**src/hdl/tmr_ch4_pkg.sv**
```systemverilog
// Package: register map, field layout and types for the channel 4 pin block
package tmr_ch4_pkg;
	localparam int unsigned ADDR_W         = 8;
	localparam int unsigned CNT_W          = 16;
	localparam logic [7:0]  OFS_IO_CTRL    = 8'h00;
	localparam logic [7:0]  OFS_GRA        = 8'h04;
	localparam logic [7:0]  OFS_COUNTER    = 8'h08;
	localparam logic [7:0]  OFS_STATUS     = 8'h0c;
	localparam logic [7:0]  OFS_RUN_CTRL   = 8'h10;
	localparam int unsigned IO_SEL_POS     = 0;
	localparam int unsigned IO_HI_POS      = 4;
	localparam logic [7:0]  IO_CTRL_RST    = 8'h00;
	localparam logic [CNT_W-1:0] GRA_RST   = 16'hffff;
	localparam logic [CNT_W-1:0] CNT_RST   = 16'h0000;
	localparam int unsigned ST_PIN_POS     = 0;
	localparam int unsigned ST_CAP_POS     = 1;
	localparam int unsigned ST_MATCH_POS   = 2;
	localparam int unsigned ST_WRITTEN_POS = 3;
	localparam logic [1:0]  RESP_OKAY      = 2'b00;
	localparam logic [1:0]  RESP_SLVERR    = 2'b10;

	typedef struct packed {
		logic       inp;
		logic       init_high;
		logic [1:0] act;
	} io_sel_t;

	typedef struct packed {
		logic [ADDR_W-1:0] addr;
		logic [31:0]       data;
		logic [3:0]        strb;
	} wr_req_t;
endpackage

```
**src/hdl/tmr_ch4_pin_io.sv**
```systemverilog
// Channel 4 register A compare/capture pin control with AXI4-Lite registers
`timescale 1ns/100ps
`default_nettype none
module tmr_ch4_pin_io
	import tmr_ch4_pkg::*;
(
	// Clock and reset
	input  wire logic              aclk,
	input  wire logic              aresetn,
	// AXI4-Lite write
	input  wire logic [ADDR_W-1:0] s_axi_awaddr,
	input  wire logic              s_axi_awvalid,
	output var  logic              s_axi_awready,
	input  wire logic [31:0]       s_axi_wdata,
	input  wire logic [3:0]        s_axi_wstrb,
	input  wire logic              s_axi_wvalid,
	output var  logic              s_axi_wready,
	output var  logic [1:0]        s_axi_bresp,
	output var  logic              s_axi_bvalid,
	input  wire logic              s_axi_bready,
	// AXI4-Lite read
	input  wire logic [ADDR_W-1:0] s_axi_araddr,
	input  wire logic              s_axi_arvalid,
	output var  logic              s_axi_arready,
	output var  logic [31:0]       s_axi_rdata,
	output var  logic [1:0]        s_axi_rresp,
	output var  logic              s_axi_rvalid,
	input  wire logic              s_axi_rready,
	// Channel pin (two-way)
	input  wire logic              ch4_pin_a_in,
	output var  logic              ch4_pin_a_out,
	output var  logic              ch4_pin_a_oe
);
	logic              aw_hold_r, aw_hold_nxt, w_hold_r, w_hold_nxt;
	wr_req_t           wreq_r, wreq_nxt;
	logic              bvalid_r, bvalid_nxt, rvalid_r, rvalid_nxt;
	logic [1:0]        bresp_r, bresp_nxt, rresp_r, rresp_nxt;
	logic [31:0]       rdata_r, rdata_nxt;
	logic [7:0]        io_ctrl_r, io_ctrl_nxt;
	logic [CNT_W-1:0]  gra_r, gra_nxt, cnt_r, cnt_nxt;
	logic              run_r, run_nxt, written_r, written_nxt;
	logic              pin_r, pin_nxt, oe_r, oe_nxt;
	logic              cap_flag_r, cap_flag_nxt, match_flag_r, match_flag_nxt;
	logic              sync1_r, sync2_r, prev_r;
	logic              do_write, match, rise, fall, cap_ev;
	logic              io_wr, gra_wr, cnt_wr, st_wr, run_wr;
	io_sel_t           sel;

	assign sel    = io_sel_t'(io_ctrl_r[IO_SEL_POS +: 4]);
	assign match  = (cnt_r == gra_r);
	assign rise   = sync2_r & ~prev_r;
	assign fall   = ~sync2_r & prev_r;

	always_comb begin
		cap_ev = 1'b0;
		if (sel.inp) begin
			if (sel.act[1])
				cap_ev = rise | fall;
			else if (sel.act[0])
				cap_ev = fall;
			else
				cap_ev = rise;
		end
	end

	// Write path: address and data taken in either order
	assign do_write = aw_hold_r & w_hold_r & ~bvalid_r;
	assign io_wr    = do_write && wreq_r.addr == OFS_IO_CTRL && wreq_r.strb[0];
	assign gra_wr   = do_write && wreq_r.addr == OFS_GRA;
	assign cnt_wr   = do_write && wreq_r.addr == OFS_COUNTER;
	assign st_wr    = do_write && wreq_r.addr == OFS_STATUS && wreq_r.strb[0];
	assign run_wr   = do_write && wreq_r.addr == OFS_RUN_CTRL && wreq_r.strb[0];

	always_comb begin
		aw_hold_nxt = aw_hold_r;
		w_hold_nxt  = w_hold_r;
		wreq_nxt    = wreq_r;
		bvalid_nxt  = bvalid_r;
		bresp_nxt   = bresp_r;
		if (s_axi_awvalid && !aw_hold_r) begin
			aw_hold_nxt   = 1'b1;
			wreq_nxt.addr = {s_axi_awaddr[ADDR_W-1:2], 2'b00};
		end
		if (s_axi_wvalid && !w_hold_r) begin
			w_hold_nxt    = 1'b1;
			wreq_nxt.data = s_axi_wdata;
			wreq_nxt.strb = s_axi_wstrb;
		end
		if (do_write) begin
			aw_hold_nxt = 1'b0;
			w_hold_nxt  = 1'b0;
			bvalid_nxt  = 1'b1;
			bresp_nxt   = (io_wr | gra_wr | cnt_wr | st_wr | run_wr
				| wreq_r.addr == OFS_IO_CTRL | wreq_r.addr == OFS_STATUS
				| wreq_r.addr == OFS_RUN_CTRL) ? RESP_OKAY : RESP_SLVERR;
		end else if (bvalid_r && s_axi_bready) begin
			bvalid_nxt = 1'b0;
		end
	end

	// Read path: one-cycle registered answer
	always_comb begin
		rvalid_nxt = rvalid_r;
		rdata_nxt  = rdata_r;
		rresp_nxt  = rresp_r;
		if (s_axi_arvalid && !rvalid_r) begin
			rvalid_nxt = 1'b1;
			rresp_nxt  = RESP_OKAY;
			unique case ({s_axi_araddr[ADDR_W-1:2], 2'b00})
				OFS_IO_CTRL:  rdata_nxt = {24'h000000, io_ctrl_r};
				OFS_GRA:      rdata_nxt = {16'h0000, gra_r};
				OFS_COUNTER:  rdata_nxt = {16'h0000, cnt_r};
				OFS_STATUS:   rdata_nxt = {28'h0000000, written_r, match_flag_r, cap_flag_r, pin_r};
				OFS_RUN_CTRL: rdata_nxt = {31'h00000000, run_r};
				default: begin
					rdata_nxt = 32'h00000000;
					rresp_nxt = RESP_SLVERR;
				end
			endcase
		end else if (rvalid_r && s_axi_rready) begin
			rvalid_nxt = 1'b0;
		end
	end

	// Timer core
	always_comb begin
		io_ctrl_nxt    = io_ctrl_r;
		gra_nxt        = gra_r;
		cnt_nxt        = cnt_r;
		run_nxt        = run_r;
		written_nxt    = written_r;
		pin_nxt        = pin_r;
		oe_nxt         = oe_r;
		cap_flag_nxt   = cap_flag_r;
		match_flag_nxt = match_flag_r;
		if (run_r)
			cnt_nxt = cnt_r + 16'h0001;
		if (cnt_wr)
			cnt_nxt = wreq_r.data[CNT_W-1:0];
		if (run_wr)
			run_nxt = wreq_r.data[0];
		if (gra_wr)
			gra_nxt = wreq_r.data[CNT_W-1:0];
		// Flags: clear by writing 1; a same-cycle event wins
		if (st_wr) begin
			if (wreq_r.data[ST_CAP_POS])
				cap_flag_nxt = 1'b0;
			if (wreq_r.data[ST_MATCH_POS])
				match_flag_nxt = 1'b0;
		end
		if (!sel.inp) begin
			oe_nxt = 1'b1;
			if (match && sel.act != 2'b00) begin
				match_flag_nxt = 1'b1;
				unique case (sel.act)
					2'b01:   pin_nxt = 1'b0;
					2'b10:   pin_nxt = 1'b1;
					default: pin_nxt = ~pin_r;
				endcase
			end
		end else begin
			oe_nxt = 1'b0;
			if (cap_ev) begin
				gra_nxt      = cnt_r;
				cap_flag_nxt = 1'b1;
			end
		end
		if (io_wr) begin
			io_ctrl_nxt = wreq_r.data[7:0];
			written_nxt = 1'b1;
			// New output setting forces the initial level; retain codes keep the pin
			if (!wreq_r.data[3] && wreq_r.data[1:0] != 2'b00)
				pin_nxt = wreq_r.data[2];
			else if (!wreq_r.data[3] && wreq_r.data[1:0] == 2'b00)
				pin_nxt = pin_r;
		end
	end

	always_ff @(posedge aclk) begin
		if (!aresetn) begin
			aw_hold_r    <= 1'b0;
			w_hold_r     <= 1'b0;
			wreq_r       <= '0;
			bvalid_r     <= 1'b0;
			bresp_r      <= RESP_OKAY;
			rvalid_r     <= 1'b0;
			rdata_r      <= 32'h00000000;
			rresp_r      <= RESP_OKAY;
			io_ctrl_r    <= IO_CTRL_RST;
			gra_r        <= GRA_RST;
			cnt_r        <= CNT_RST;
			run_r        <= 1'b0;
			written_r    <= 1'b0;
			pin_r        <= 1'b0;
			oe_r         <= 1'b1;
			cap_flag_r   <= 1'b0;
			match_flag_r <= 1'b0;
			sync1_r      <= 1'b0;
			sync2_r      <= 1'b0;
			prev_r       <= 1'b0;
		end else begin
			aw_hold_r    <= aw_hold_nxt;
			w_hold_r     <= w_hold_nxt;
			wreq_r       <= wreq_nxt;
			bvalid_r     <= bvalid_nxt;
			bresp_r      <= bresp_nxt;
			rvalid_r     <= rvalid_nxt;
			rdata_r      <= rdata_nxt;
			rresp_r      <= rresp_nxt;
			io_ctrl_r    <= io_ctrl_nxt;
			gra_r        <= gra_nxt;
			cnt_r        <= cnt_nxt;
			run_r        <= run_nxt;
			written_r    <= written_nxt;
			pin_r        <= pin_nxt;
			oe_r         <= oe_nxt;
			cap_flag_r   <= cap_flag_nxt;
			match_flag_r <= match_flag_nxt;
			sync1_r      <= ch4_pin_a_in;
			sync2_r      <= sync1_r;
			prev_r       <= sync2_r;
		end
	end

	assign s_axi_awready = ~aw_hold_r;
	assign s_axi_wready  = ~w_hold_r;
	assign s_axi_bvalid  = bvalid_r;
	assign s_axi_bresp   = bresp_r;
	assign s_axi_arready = ~rvalid_r;
	assign s_axi_rvalid  = rvalid_r;
	assign s_axi_rdata   = rdata_r;
	assign s_axi_rresp   = rresp_r;
	assign ch4_pin_a_out = pin_r;
	assign ch4_pin_a_oe  = oe_r;
endmodule
`default_nettype wire

```
**config.mk**
```make
export PLATFORM = sky130hd
export DESIGN_NAME = tmr_ch4_pin_io
export DESIGN_NICKNAME = d
export VERILOG_FILES = /design/src/hdl/tmr_ch4_pkg.sv /design/src/hdl/tmr_ch4_pin_io.sv
export SDC_FILE = /design/constraint.sdc
export NUM_CORES = 1
export LEC_CHECK = 0
export BUFFER_PORTS_ARGS = -buffer_cell sky130_fd_sc_hd__buf_2
export CELL_PAD_IN_SITES_DETAIL_PLACEMENT = 0
export CELL_PAD_IN_SITES_GLOBAL_PLACEMENT = 1
export CORE_UTILIZATION = 24
export DETAILED_ROUTE_END_ITERATION = 10
export PLACE_DENSITY = 0.51
export SLEW_MARGIN = 20
export SYNTH_ARGS = -nofsm -noshare
export SYNTH_HDL_FRONTEND = slang
export SYNTH_SLANG_ARGS = --single-unit
```
**constraint.sdc**
```tcl
create_clock -name aclk -period 2.2 [get_ports aclk]
set_input_delay 0.11 -clock aclk [delete_from_list [all_inputs] [get_ports aclk]]
set_output_delay 0.11 -clock aclk [all_outputs]
set_load 0.05 [all_outputs]
```
# Yosys cells after proc, flatten, opt, wreduce, memory -nomap -nowiden
# Cells that the tools add are included.
# word_totals
register_bits,112
inputBits,60
out_inout_bits,43
word_cells,115
# op_classes
n_addsub,1
eq_ne,12
n_mux,30
n_bitwise,20
reduce_logical,30
# ops
op,count
2-to-1 mux 16 bit,5
one-hot mux 16 bit (5 select lines),1
== test 6 x 2 -> 1 bit (second input constant),4
2-to-1 mux 1 bit,21
adder 16 x 1 -> 16 bit (second input constant),1
== test 16 bit,1
logical AND 1 bit,16
== test 6 x 1 -> 1 bit (second input constant),2
== test 6 x 3 -> 1 bit (second input constant),2
nonzero test 2 bit,5
logical NOT 8 bit,1
NOT 1 bit,8
OR 1 bit,8
logical NOT 6 bit,1
OR reduction 5 bit,1
bitwise AND 1 bit,4
logical NOT 1 bit,4
2-to-1 mux 2 bit,2
inequality test 3 bit (second input constant),1
== test 2 x 1 -> 1 bit (second input constant),1
== test 2 bit (second input constant),1
logical NOT 2 bit,1
one-hot mux 1 bit (2 select lines),1
OR reduction 2 bit,1

# Longest topological paths before layout
# Gate-level depths: netlist of the first run.
# logic_depth
word_depth,12
depth_mapped,8

# Worst setup path after synthesis of the first run
# OpenSTA, ideal clock, no wires.
# synth_timing
path_kind,register -> register
from,"reg rvalid_r, in the netlist s_axi_rvalid"
to,"reg rdata_r[0], in the netlist s_axi_rdata[0]"
setup_time_ps,128
arrival_time_ps,1867
path_slack_ps,206
stages_incl_launch_ff,6
period_less_slack_ps,1994
cell_sequence,dfxtp_1 > inv_1 > nand2_1 > clkbuf_1 > mux2i_1 > nor2_1
# synth_via
elab_chain_len,2
# synth_rtl
element,line_no,text
from (decl),tmr_ch4_pin_io.sv:36,"logic bvalid_r, bvalid_nxt, rvalid_r, rvalid_nxt;"
from (signal assigned),tmr_ch4_pin_io.sv:207,rvalid_r <= rvalid_nxt;
logical NOT 1 bit,tmr_ch4_pin_io.sv:106,if (s_axi_arvalid && !rvalid_r) begin
logical AND 1 bit,tmr_ch4_pin_io.sv:106,
to (signal assigned),tmr_ch4_pin_io.sv:208,rdata_r <= rdata_nxt;
to (decl),tmr_ch4_pin_io.sv:38,"logic [31:0] rdata_r, rdata_nxt;"
# Every way passes these cells.
# A chain may end at the register's enable or synchronous reset.

# Final worst setup path of the first run
# layout_timing
from,reg cnt_r[1]
to,reg cnt_r[10]
# layout_via
elab_chain_len,3
# layout_rtl
element,line_no,text
from (decl),tmr_ch4_pin_io.sv:40,"logic [CNT_W-1:0] gra_r, gra_nxt, cnt_r, cnt_nxt;"
from (signal assigned),tmr_ch4_pin_io.sv:212,cnt_r <= cnt_nxt;
adder 16 x 1 -> 16 bit,tmr_ch4_pin_io.sv:137,cnt_nxt = cnt_r + 16'h0001;
2-to-1 mux 16 bit,tmr_ch4_pin_io.sv:136,if (run_r)
2-to-1 mux 16 bit,tmr_ch4_pin_io.sv:138,if (cnt_wr)
# Every way passes these cells. The select of a mux whose other input is x is not followed.

==> results by group, run 1 <==
STA
  – Setup Total Neg Slack: 0 ns
  – Worst relative slew slack: 0.556
  – RSZ-0062 raised after global routing: false
  – Hold slack: 0.00932 ns
  – Worst Max-Slew Pin Slew: 0.664 ns
  – Final Cycle Share: 0.788
  – Final setup viols: 0
  – Count of pins over their slew limit: 0
  – Fmax: 577 MHz
  – Crit path time final: 1.73 ns
  – Final Hold Viols: 0
  – Worst Skew: 0.00887 ns

GRT
  – GRT Residual Overflow: 0
  – Largest net degree at the start of global routing: 36
  – Number of global-route vias before repair: 3,610
  – Tot GR Track Use: 0.129
  – First-pass GRT wire length: 19.4 mm
  – Antenna violations before repair: 0

Worst setup path
  – Worst-path fanout max: 6
  – Reg-to-reg endpoint: cnt_r[10]
  – Critical Path AT: 2.00 ns
  – Required time of the worst setup path: 2.47 ns
  – WS Path Type: flop to flop
  – Worst reg-to-reg setup slack: 0.47 ns
  – Worst Setup Start Kind: flop
  – Worst R2R Start: cnt_r[1]
  – Crit. End Element: flop
  – Worst R2R Path Depth: 6

Floorplan
  – Die Area: 19,500 um^2
  – Starting Density: 0.249
  – Core Region: 18,300 um^2
  – Die W: 140 um
  – IO Pins: 103
  – Die Ht: 140 um
  – # rows: 49

Status
  – Outcome: finished clean

Synth
  – Mapped cell area: 4540 um^2
  – Syn avg cell area: 8.32 um^2
  – Synth warn: 0
  – Yosys reg bits: 94
  – Register area share after synthesis: 0.414
  – Number of library cell types mapped by synthesis: 44
  – Synthesized instance count: 546

Final layout
  – Commonest cells after routing, fill and taps aside: 94 x dfxtp_1, 85 x nand2_1, 68 x nor2_1, 61 x buf_2, 36 x a21oi_1
  – Fillers: 1,959
  – Share of post-route cells with drive strength above 1: 0.173
  – Design area: 5480 um^2
  – # nets final: 676
  – Util after Layout: 0.300
  – Most common cell after layout, fill and taps aside: dfxtp_1
  – Finished Layout Cells: 843
  – P&R area growth vs syn: 20.6%
  – Diode count: 0

Clock network
  – TritonCTS clock tree: done
  – Clock latency on the worst-skew pair: 0.35 ns
  – CTS Buffer Depth: 2
  – Clk sinks: 94
  – Root Driver: clkbuf_16
  – CTS Buf Count: 9
  – H-tree lvl count: 3
  – Worst-path clk slew: 0.06 ns

Power
  – Logic pwr share: 0.104
  – Leakage: 2.40 nW
  – Internal: 2.81 mW
  – Seq pwr share: 0.477
  – Maximum VDD drop: 0.000293 V
  – Switching Fraction: 0.254
  – Clock Power Share: 0.419
  – PD cells: 688 nW/um^2
  – Psw: 955 uW

Placement
  – Placed wire-length estimate: 8.68 mm
  – IO Port Bufs: 61
  – Placer Congestion: 0.695
  – Dpl cells: 810
  – Placed Area: 4990 um^2

Detailed routing
  – Routed WL: 11.9 mm
  – Vias: 3,760
  – DRC: 0
  – Drt wl/cell: 14.1 um
  – Vias per cell: 4.46
  – Count of antenna-violating nets left after detailed routing: 0
  – DRT iter0 DRCs: 198
  – Initial DRT Pass Iterations: 4

Run
  – MaxCap Viol Count: 0

Worst hold path
  – Worst hold path class: input port to flop
  – Hold depth: 3
  – Hold path start: s_axi_awaddr[5]
  – Hold endpoint: wreq_r[41]
cell usage after synthesis (all sizes together):
cell	instances	share of area
xnor2	20	0.039
and4b	1	0.0022
ha	5	0.014
dfxtp	94	0.41
nand3	9	0.0099
inv	9	0.0074
o31a	1	0.0019
nor4	2	0.0061
nand4	6	0.0083
nand2	85	0.070
nor2b	4	0.0055
or3	1	0.0014
xor2	11	0.021
o21ai	31	0.034
nor4b	1	0.0019
mux2	1	0.0025
nor2	68	0.056
mux2i	24	0.053
and3	20	0.028
a211oi	11	0.029
buf	33	0.051
nand2b	2	0.0028
o22ai	1	0.0014
a22oi	16	0.026
conb	1	0.00083
a21oi	36	0.040
a21bo	2	0.0044
o211ai	1	0.0017
nor3	11	0.012
mux4	3	0.015
and3b	1	0.0019
and4	4	0.0077
nand4b	1	0.0019
and2	3	0.0041
clkbuf	25	0.021
or2	1	0.0014
a31oi	1	0.0014
power groups by stage:
stage               clock network, mW  logic [mW]  registers, mW
global route                     1.71       0.429           1.80
CTS                              1.64       0.396           1.80
global placement                    0       0.366           1.83
floorplan                           0       0.280           1.84
finish                           1.58       0.391           1.80
detailed placement                  0       0.370           1.83
worst max-delay path, cell delays in order, from the launching register on:
cell and delay (ns):
dfxtp_1 0.44, ha_1 0.20, and4_1 0.26, and2_1 0.23, and4_1 0.23, xnor2_1 0.08
a211oi_2 0.22
flip-flops by register name, indices dropped and copies added, names as in the netlist, 8 cells and up:
signal / cells
wreq_r: 23
io_ctrl_r: 8
s_axi_rdata: 16
cnt_r: 16
gra_r: 16
cell type report:
cell class | instances | area, um^2 | area share
clock buffer | 13 | 260 | 0.0475
clock inverter | 1 | 30.0 | 0.00548
inverter | 9 | 33.8 | 0.00617
multi-input combinational | 402 | 2360 | 0.431
sequential | 94 | 1880 | 0.344
tap | 229 | 287 | 0.0523
timing repair buffer | 95 | 621 | 0.113
layer usage:
metal | GRT usage | vias to the layer above | share of wire
met5 | 0 | - | 0
met4 | 0.0573 | 0 | 0.016
met3 | 0.0244 | 11 | 0.043
met2 | 0.190 | 82 | 0.41
met1 | 0.183 | 1727 | 0.53
li1 | - | 1940 | -
how the worst max path moves through the flow:
stage / from / slack (ns) / cells past startpoint / to
final: cnt_r[1] / 0.47 / 6 / cnt_r[10]
after global routing: cnt_r[1] / 0.35 / 6 / cnt_r[10]
after CTS: cnt_r[1] / 0.44 / 6 / cnt_r[10]
after detailed placement: cnt_r[1] / 0.46 / 6 / cnt_r[10]
after global placement: cnt_r[1] / 0.46 / 6 / cnt_r[10]
after floorplan: s_axi_rvalid / 0.21 / 5 / s_axi_rdata[0]
what timing repair did:
item	4_1_cts	5_1_grt
setup buffers	0	0
endpoints found under the hold margin	19	0
resized for setup	0	0
hold buffers	19	0
per-stage QoR:
stage,total power [mW],worst slack [ns]
after floorplan,2.12,0.206
after global placement,2.20,0.456
after detailed placement,2.20,0.463
after CTS,3.83,0.443
after global routing,3.94,0.347
final,3.76,0.467
kinds of logic (layout without fill, tap and decap cells):
family | after synthesis | count (layout) | synth area share
xor gates and xnor gates | 31 | 31 | 0.0598
other | 1 | 18 | 0.000826
AOI/OAI and AO/OA | 100 | 100 | 0.140
muxes | 28 | 28 | 0.0703
adders and majority gates | 5 | 5 | 0.0138
and+or+nand+nor | 220 | 220 | 0.221
buffers and inverters | 67 | 118 | 0.0794
DFF | 94 | 94 | 0.414
Power figures use the tool's default switching activity.
==> run 2: changes to the inputs <==
- clock period: 2.2 -> 1.8 ns (I/O delays scaled with it)
==> results by group, run 2 (synthesis results as in run 1) <==
Detailed routing
  – DRT iter0 DRCs: 224
  – Vias: 3,835
  – Initial DRT Pass Iterations: 4
  – DRC: 0
  – Vias per cell: 4.43
  – Routed WL: 12.0 mm
  – Drt wl/cell: 13.8 um
  – Count of antenna-violating nets left after detailed routing: 0

Floorplan
  – IO Pins: 103
  – Die Ht: 140 um
  – Starting Density: 0.249
  – Core Region: 18,300 um^2
  – # rows: 49
  – Die W: 140 um
  – Die Area: 19,500 um^2

Worst setup path
  – WS Path Type: flop to flop
  – Worst-path fanout max: 10
  – Critical Path AT: 1.96 ns
  – Worst Setup Start Kind: flop
  – Crit. End Element: flop
  – Required time of the worst setup path: 2.08 ns

Final layout
  – Diode count: 0
  – P&R area growth vs syn: 26.2%
  – Most common cell after layout, fill and taps aside: dfxtp_1
  – # nets final: 697
  – Commonest cells after routing, fill and taps aside: 93 x dfxtp_1, 85 x nand2_1, 68 x nor2_1, 61 x buf_2, 36 x a21oi_1
  – Fillers: 1,954
  – Register area: 1880 um^2
  – Util after Layout: 0.314
  – Most flops, register: wreq_r
  – Max reg flops: 23
  – Area taken by multi-input logic gates: 2370 um^2
  – Share of post-route cells with drive strength above 1: 0.196

STA
  – Final setup viols: 0
  – Worst Max-Slew Pin Slew: 0.884 ns
  – Final Hold Viols: 0
  – Worst relative slew slack: 0.409
  – Worst Skew: 0.00767 ns
  – Setup Total Neg Slack: 0 ns
  – Fmax: 594 MHz
  – Count of pins over their slew limit: 0
  – Crit path time final: 1.68 ns
  – Final Cycle Share: 0.935

GRT
  – Largest net degree at the start of global routing: 66
  – Number of global-route vias before repair: 3,663
  – GRT Residual Overflow: 0
  – Antenna violations before repair: 0
  – First-pass GRT wire length: 19.4 mm
  – Tot GR Track Use: 0.129

Placement
  – Placer Congestion: 0.746
  – Placed wire-length estimate: 8.65 mm
  – IO Port Bufs: 61

Run
  – MaxCap Viol Count: 0

Clock network
  – Worst-path clk slew: 0.06 ns
  – H-tree lvl count: 3
  – Clk sinks: 94
  – TritonCTS clock tree: done
  – CTS Buffer Depth: 2
  – CTS Buf Count: 9
  – Clock latency on the worst-skew pair: 0.35 ns
  – Root Driver: clkbuf_16

Power
  – Leakage: 2.52 nW
  – PD cells: 830 nW/um^2
  – Maximum VDD drop: 0.000552 V

Worst hold path
  – Worst hold path class: input port to flop

Status
  – Outcome: finished clean
==> run 2: timing repair <==
action	in CTS	in global routing
gates resized for setup	0	2
setup buffers	0	1
hold buffers	28	0
setup endpoints to repair	0	1
hold endpoints to repair	27	0
==> run 2: power breakdown <==
| group | switching [mW] | internal, mW | total (mW) |
|---|---|---|---|
| clock | 0.832 | 1.22 | 2.05 |
| combinational | 0.328 | 0.193 | 0.521 |
| sequential | 0.0574 | 2.13 | 2.19 |
==> run 2: critical path, cell delays in order (launching register included) <==
cell,delay (ns)
dfxtp_1,0.35
nor4_4,0.36
nand4_1,0.23
buf_4,0.26
o211ai_1,0.23
mux2i_1,0.20
==> run 2: metrics by stage <==
step	hold slack, ns	cells	total power, mW	setup WS (ns)	instance area (um^2)
after floorplan	0.182	563	2.59	0.00245	4610
after global routing	0.0209	866	4.97	-0.0141	5730
after global placement	0.270	821	2.70	0.159	5120
after detailed placement	0.272	821	2.71	0.138	5120
after CTS	0.00824	865	4.83	0.130	5720
final	0.0264	866	4.76	0.116	5730
==> run 2: worst paths after layout <==
path	start	end	slack, ns	cells past startpoint
setup reg to reg	wreq_r[43]	ch4_pin_a_out	0.12	5
hold / removal	s_axi_wdata[2]	wreq_r[6]	0.03	3
setup / recovery	wreq_r[43]	ch4_pin_a_out	0.12	5
hold reg to reg	sync1_r	sync2_r	0.43	1
==> run 2: layer usage <==
| layer | up-vias | wire (um) | track usage |
|---|---|---|---|
| met4 | 0 | 155 | 0.0434 |
| li1 | 1988 | - | - |
| met5 | - | 0 | 0 |
| met3 | 11 | 453 | 0.0292 |
| met2 | 83 | 5070 | 0.191 |
| met1 | 1753 | 6290 | 0.183 |
==> run 2: layout make-up <==
| class | count | share of cell area |
|---|---|---|
| inverters | 9 | 0.00655 |
| clock inverters | 6 | 0.0151 |
| flip-flops and latches | 94 | 0.329 |
| repair buffers | 116 | 0.146 |
| clock buffers | 10 | 0.0400 |
| well taps | 229 | 0.0500 |
| multi-input cells | 402 | 0.414 |
==> run 3: changes to the inputs <==
- CTS_BUF_LIST: not set -> sky130_fd_sc_hd__clkbuf_16
==> results by group, run 3 (synthesis results as in run 1) <==
Final layout
  – Fillers: 1,954
  – Most flops, register: wreq_r
  – Diode count: 0
  – Most common cell after layout, fill and taps aside: dfxtp_1
  – Share of post-route cells with drive strength above 1: 0.196
  – Area taken by multi-input logic gates: 2370 um^2
  – Commonest cells after routing, fill and taps aside: 93 x dfxtp_1, 85 x nand2_1, 68 x nor2_1, 61 x buf_2, 36 x a21oi_1
  – # nets final: 697
  – Finished Layout Cells: 866
  – Register area: 1880 um^2
  – Util after Layout: 0.314
  – P&R area growth vs syn: 26.2%
  – Max reg flops: 23

Detailed routing
  – DRT iter0 DRCs: 224
  – Drt wl/cell: 13.8 um
  – DRC: 0
  – Routed WL: 12.0 mm
  – Vias: 3,833
  – Initial DRT Pass Iterations: 4
  – Vias per cell: 4.43
  – Count of antenna-violating nets left after detailed routing: 0

Clock network
  – CTS Buf Count: 9
  – TritonCTS clock tree: done
  – CTS Buffer Depth: 2
  – Root Driver: clkbuf_16
  – H-tree lvl count: 3
  – Clock latency on the worst-skew pair: 0.35 ns
  – Clk sinks: 94
  – Worst-path clk slew: 0.06 ns

Power
  – PD cells: 829 nW/um^2
  – Leakage: 2.53 nW
  – Maximum VDD drop: 0.000552 V
  – Power Total: 4.75 mW

Worst setup path
  – Required time of the worst setup path: 2.08 ns
  – Worst R2R Path Depth: 5
  – Crit. End Element: flop
  – Worst-path fanout max: 10
  – Reg-to-reg endpoint: ch4_pin_a_out
  – Critical Path AT: 1.96 ns
  – WS Path Type: flop to flop
  – Worst reg-to-reg setup slack: 0.12 ns
  – Worst Setup Start Kind: flop
  – Worst R2R Start: wreq_r[43]

Floorplan
  – # rows: 49
  – Core Region: 18,300 um^2
  – Die Ht: 140 um
  – Die W: 140 um
  – Die Area: 19,500 um^2
  – Starting Density: 0.249
  – IO Pins: 103

GRT
  – GRT Residual Overflow: 0
  – Antenna violations before repair: 0
  – Number of global-route vias before repair: 3,663
  – First-pass GRT wire length: 19.4 mm
  – Tot GR Track Use: 0.129
  – Largest net degree at the start of global routing: 66

Placement
  – Dpl cells: 821
  – Placer Congestion: 0.746
  – IO Port Bufs: 61
  – Placed wire-length estimate: 8.65 mm

Worst hold path
  – Hold depth: 3
  – Worst hold path class: input port to flop
  – Hold endpoint: wreq_r[6]
  – Hold path start: s_axi_wdata[2]

STA
  – Worst Skew: 0.00767 ns
  – Fmax: 594 MHz
  – Setup Total Neg Slack: 0 ns
  – Final Hold Viols: 0
  – Worst Max-Slew Pin Slew: 0.884 ns
  – Final Cycle Share: 0.935
  – Count of pins over their slew limit: 0
  – Final setup viols: 0
  – Worst relative slew slack: 0.409
  – Hold slack: 0.0264 ns
  – Crit path time final: 1.68 ns

Status
  – Outcome: finished clean

Run
  – MaxCap Viol Count: 0
==> run 3: metrics by stage <==
stage / setup slack [ns] / instance area (um^2)
detailed placement: 0.138 / 5120
CTS: 0.130 / 5720
floorplan: 0.00245 / 4610
global placement: 0.159 / 5120
global route: -0.0141 / 5730
finish: 0.116 / 5730
==> run 3: layer usage <==
| layer | vias to the layer above | track usage | part of all wire |
|---|---|---|---|
| met5 | - | 0 | 0 |
| met4 | 0 | 0.0434 | 0.013 |
| met3 | 11 | 0.0292 | 0.038 |
| met2 | 83 | 0.191 | 0.42 |
| met1 | 1752 | 0.183 | 0.53 |
| li1 | 1987 | - | - |
==> run 3: power by group <==
group          switching [mW]  internal (mW)  leakage (nW)
logic                   0.328          0.193          1.61
clock network           0.833           1.21         0.157
registers              0.0574           2.13         0.764
total                    1.22           3.53          2.53
==> run 3: repair_timing <==
item / in CTS / in global routing
hold buffers: 28 / 0
setup endpoints to repair: 0 / 1
gates resized for setup: 0 / 2
endpoints found under the hold margin: 27 / 0
setup buffers: 0 / 1
==> run 3: critical path: stages (launching register included) <==
cell and delay, ns:
dfxtp_1 0.35, nor4_4 0.36, nand4_1 0.23, buf_4 0.26
o211ai_1 0.23, mux2i_1 0.20
==> run 3: final cells by class <==
type | instances | area share
Clock inverter | 7 | 0.0157
Inverter | 9 | 0.00655
Clock buffer | 9 | 0.0393
Tap cell | 229 | 0.0500
Timing Repair Buffer | 116 | 0.146
Sequential cell | 94 | 0.329
Multi-Input combinational cell | 402 | 0.414
==> run 3: worst max path at each step <==
stage,endpoint,start,cells after the start,slack (ns)
final,ch4_pin_a_out,wreq_r[43],5,0.12
after global routing,ch4_pin_a_out,wreq_r[43],5,-0.01
after CTS,ch4_pin_a_out,wreq_r[40],5,0.13
after detailed placement,s_axi_rdata[14],s_axi_araddr[3],6,0.14
after global placement,s_axi_rdata[14],s_axi_araddr[3],6,0.16
after floorplan,cnt_r[3],s_axi_bvalid,8,0.002
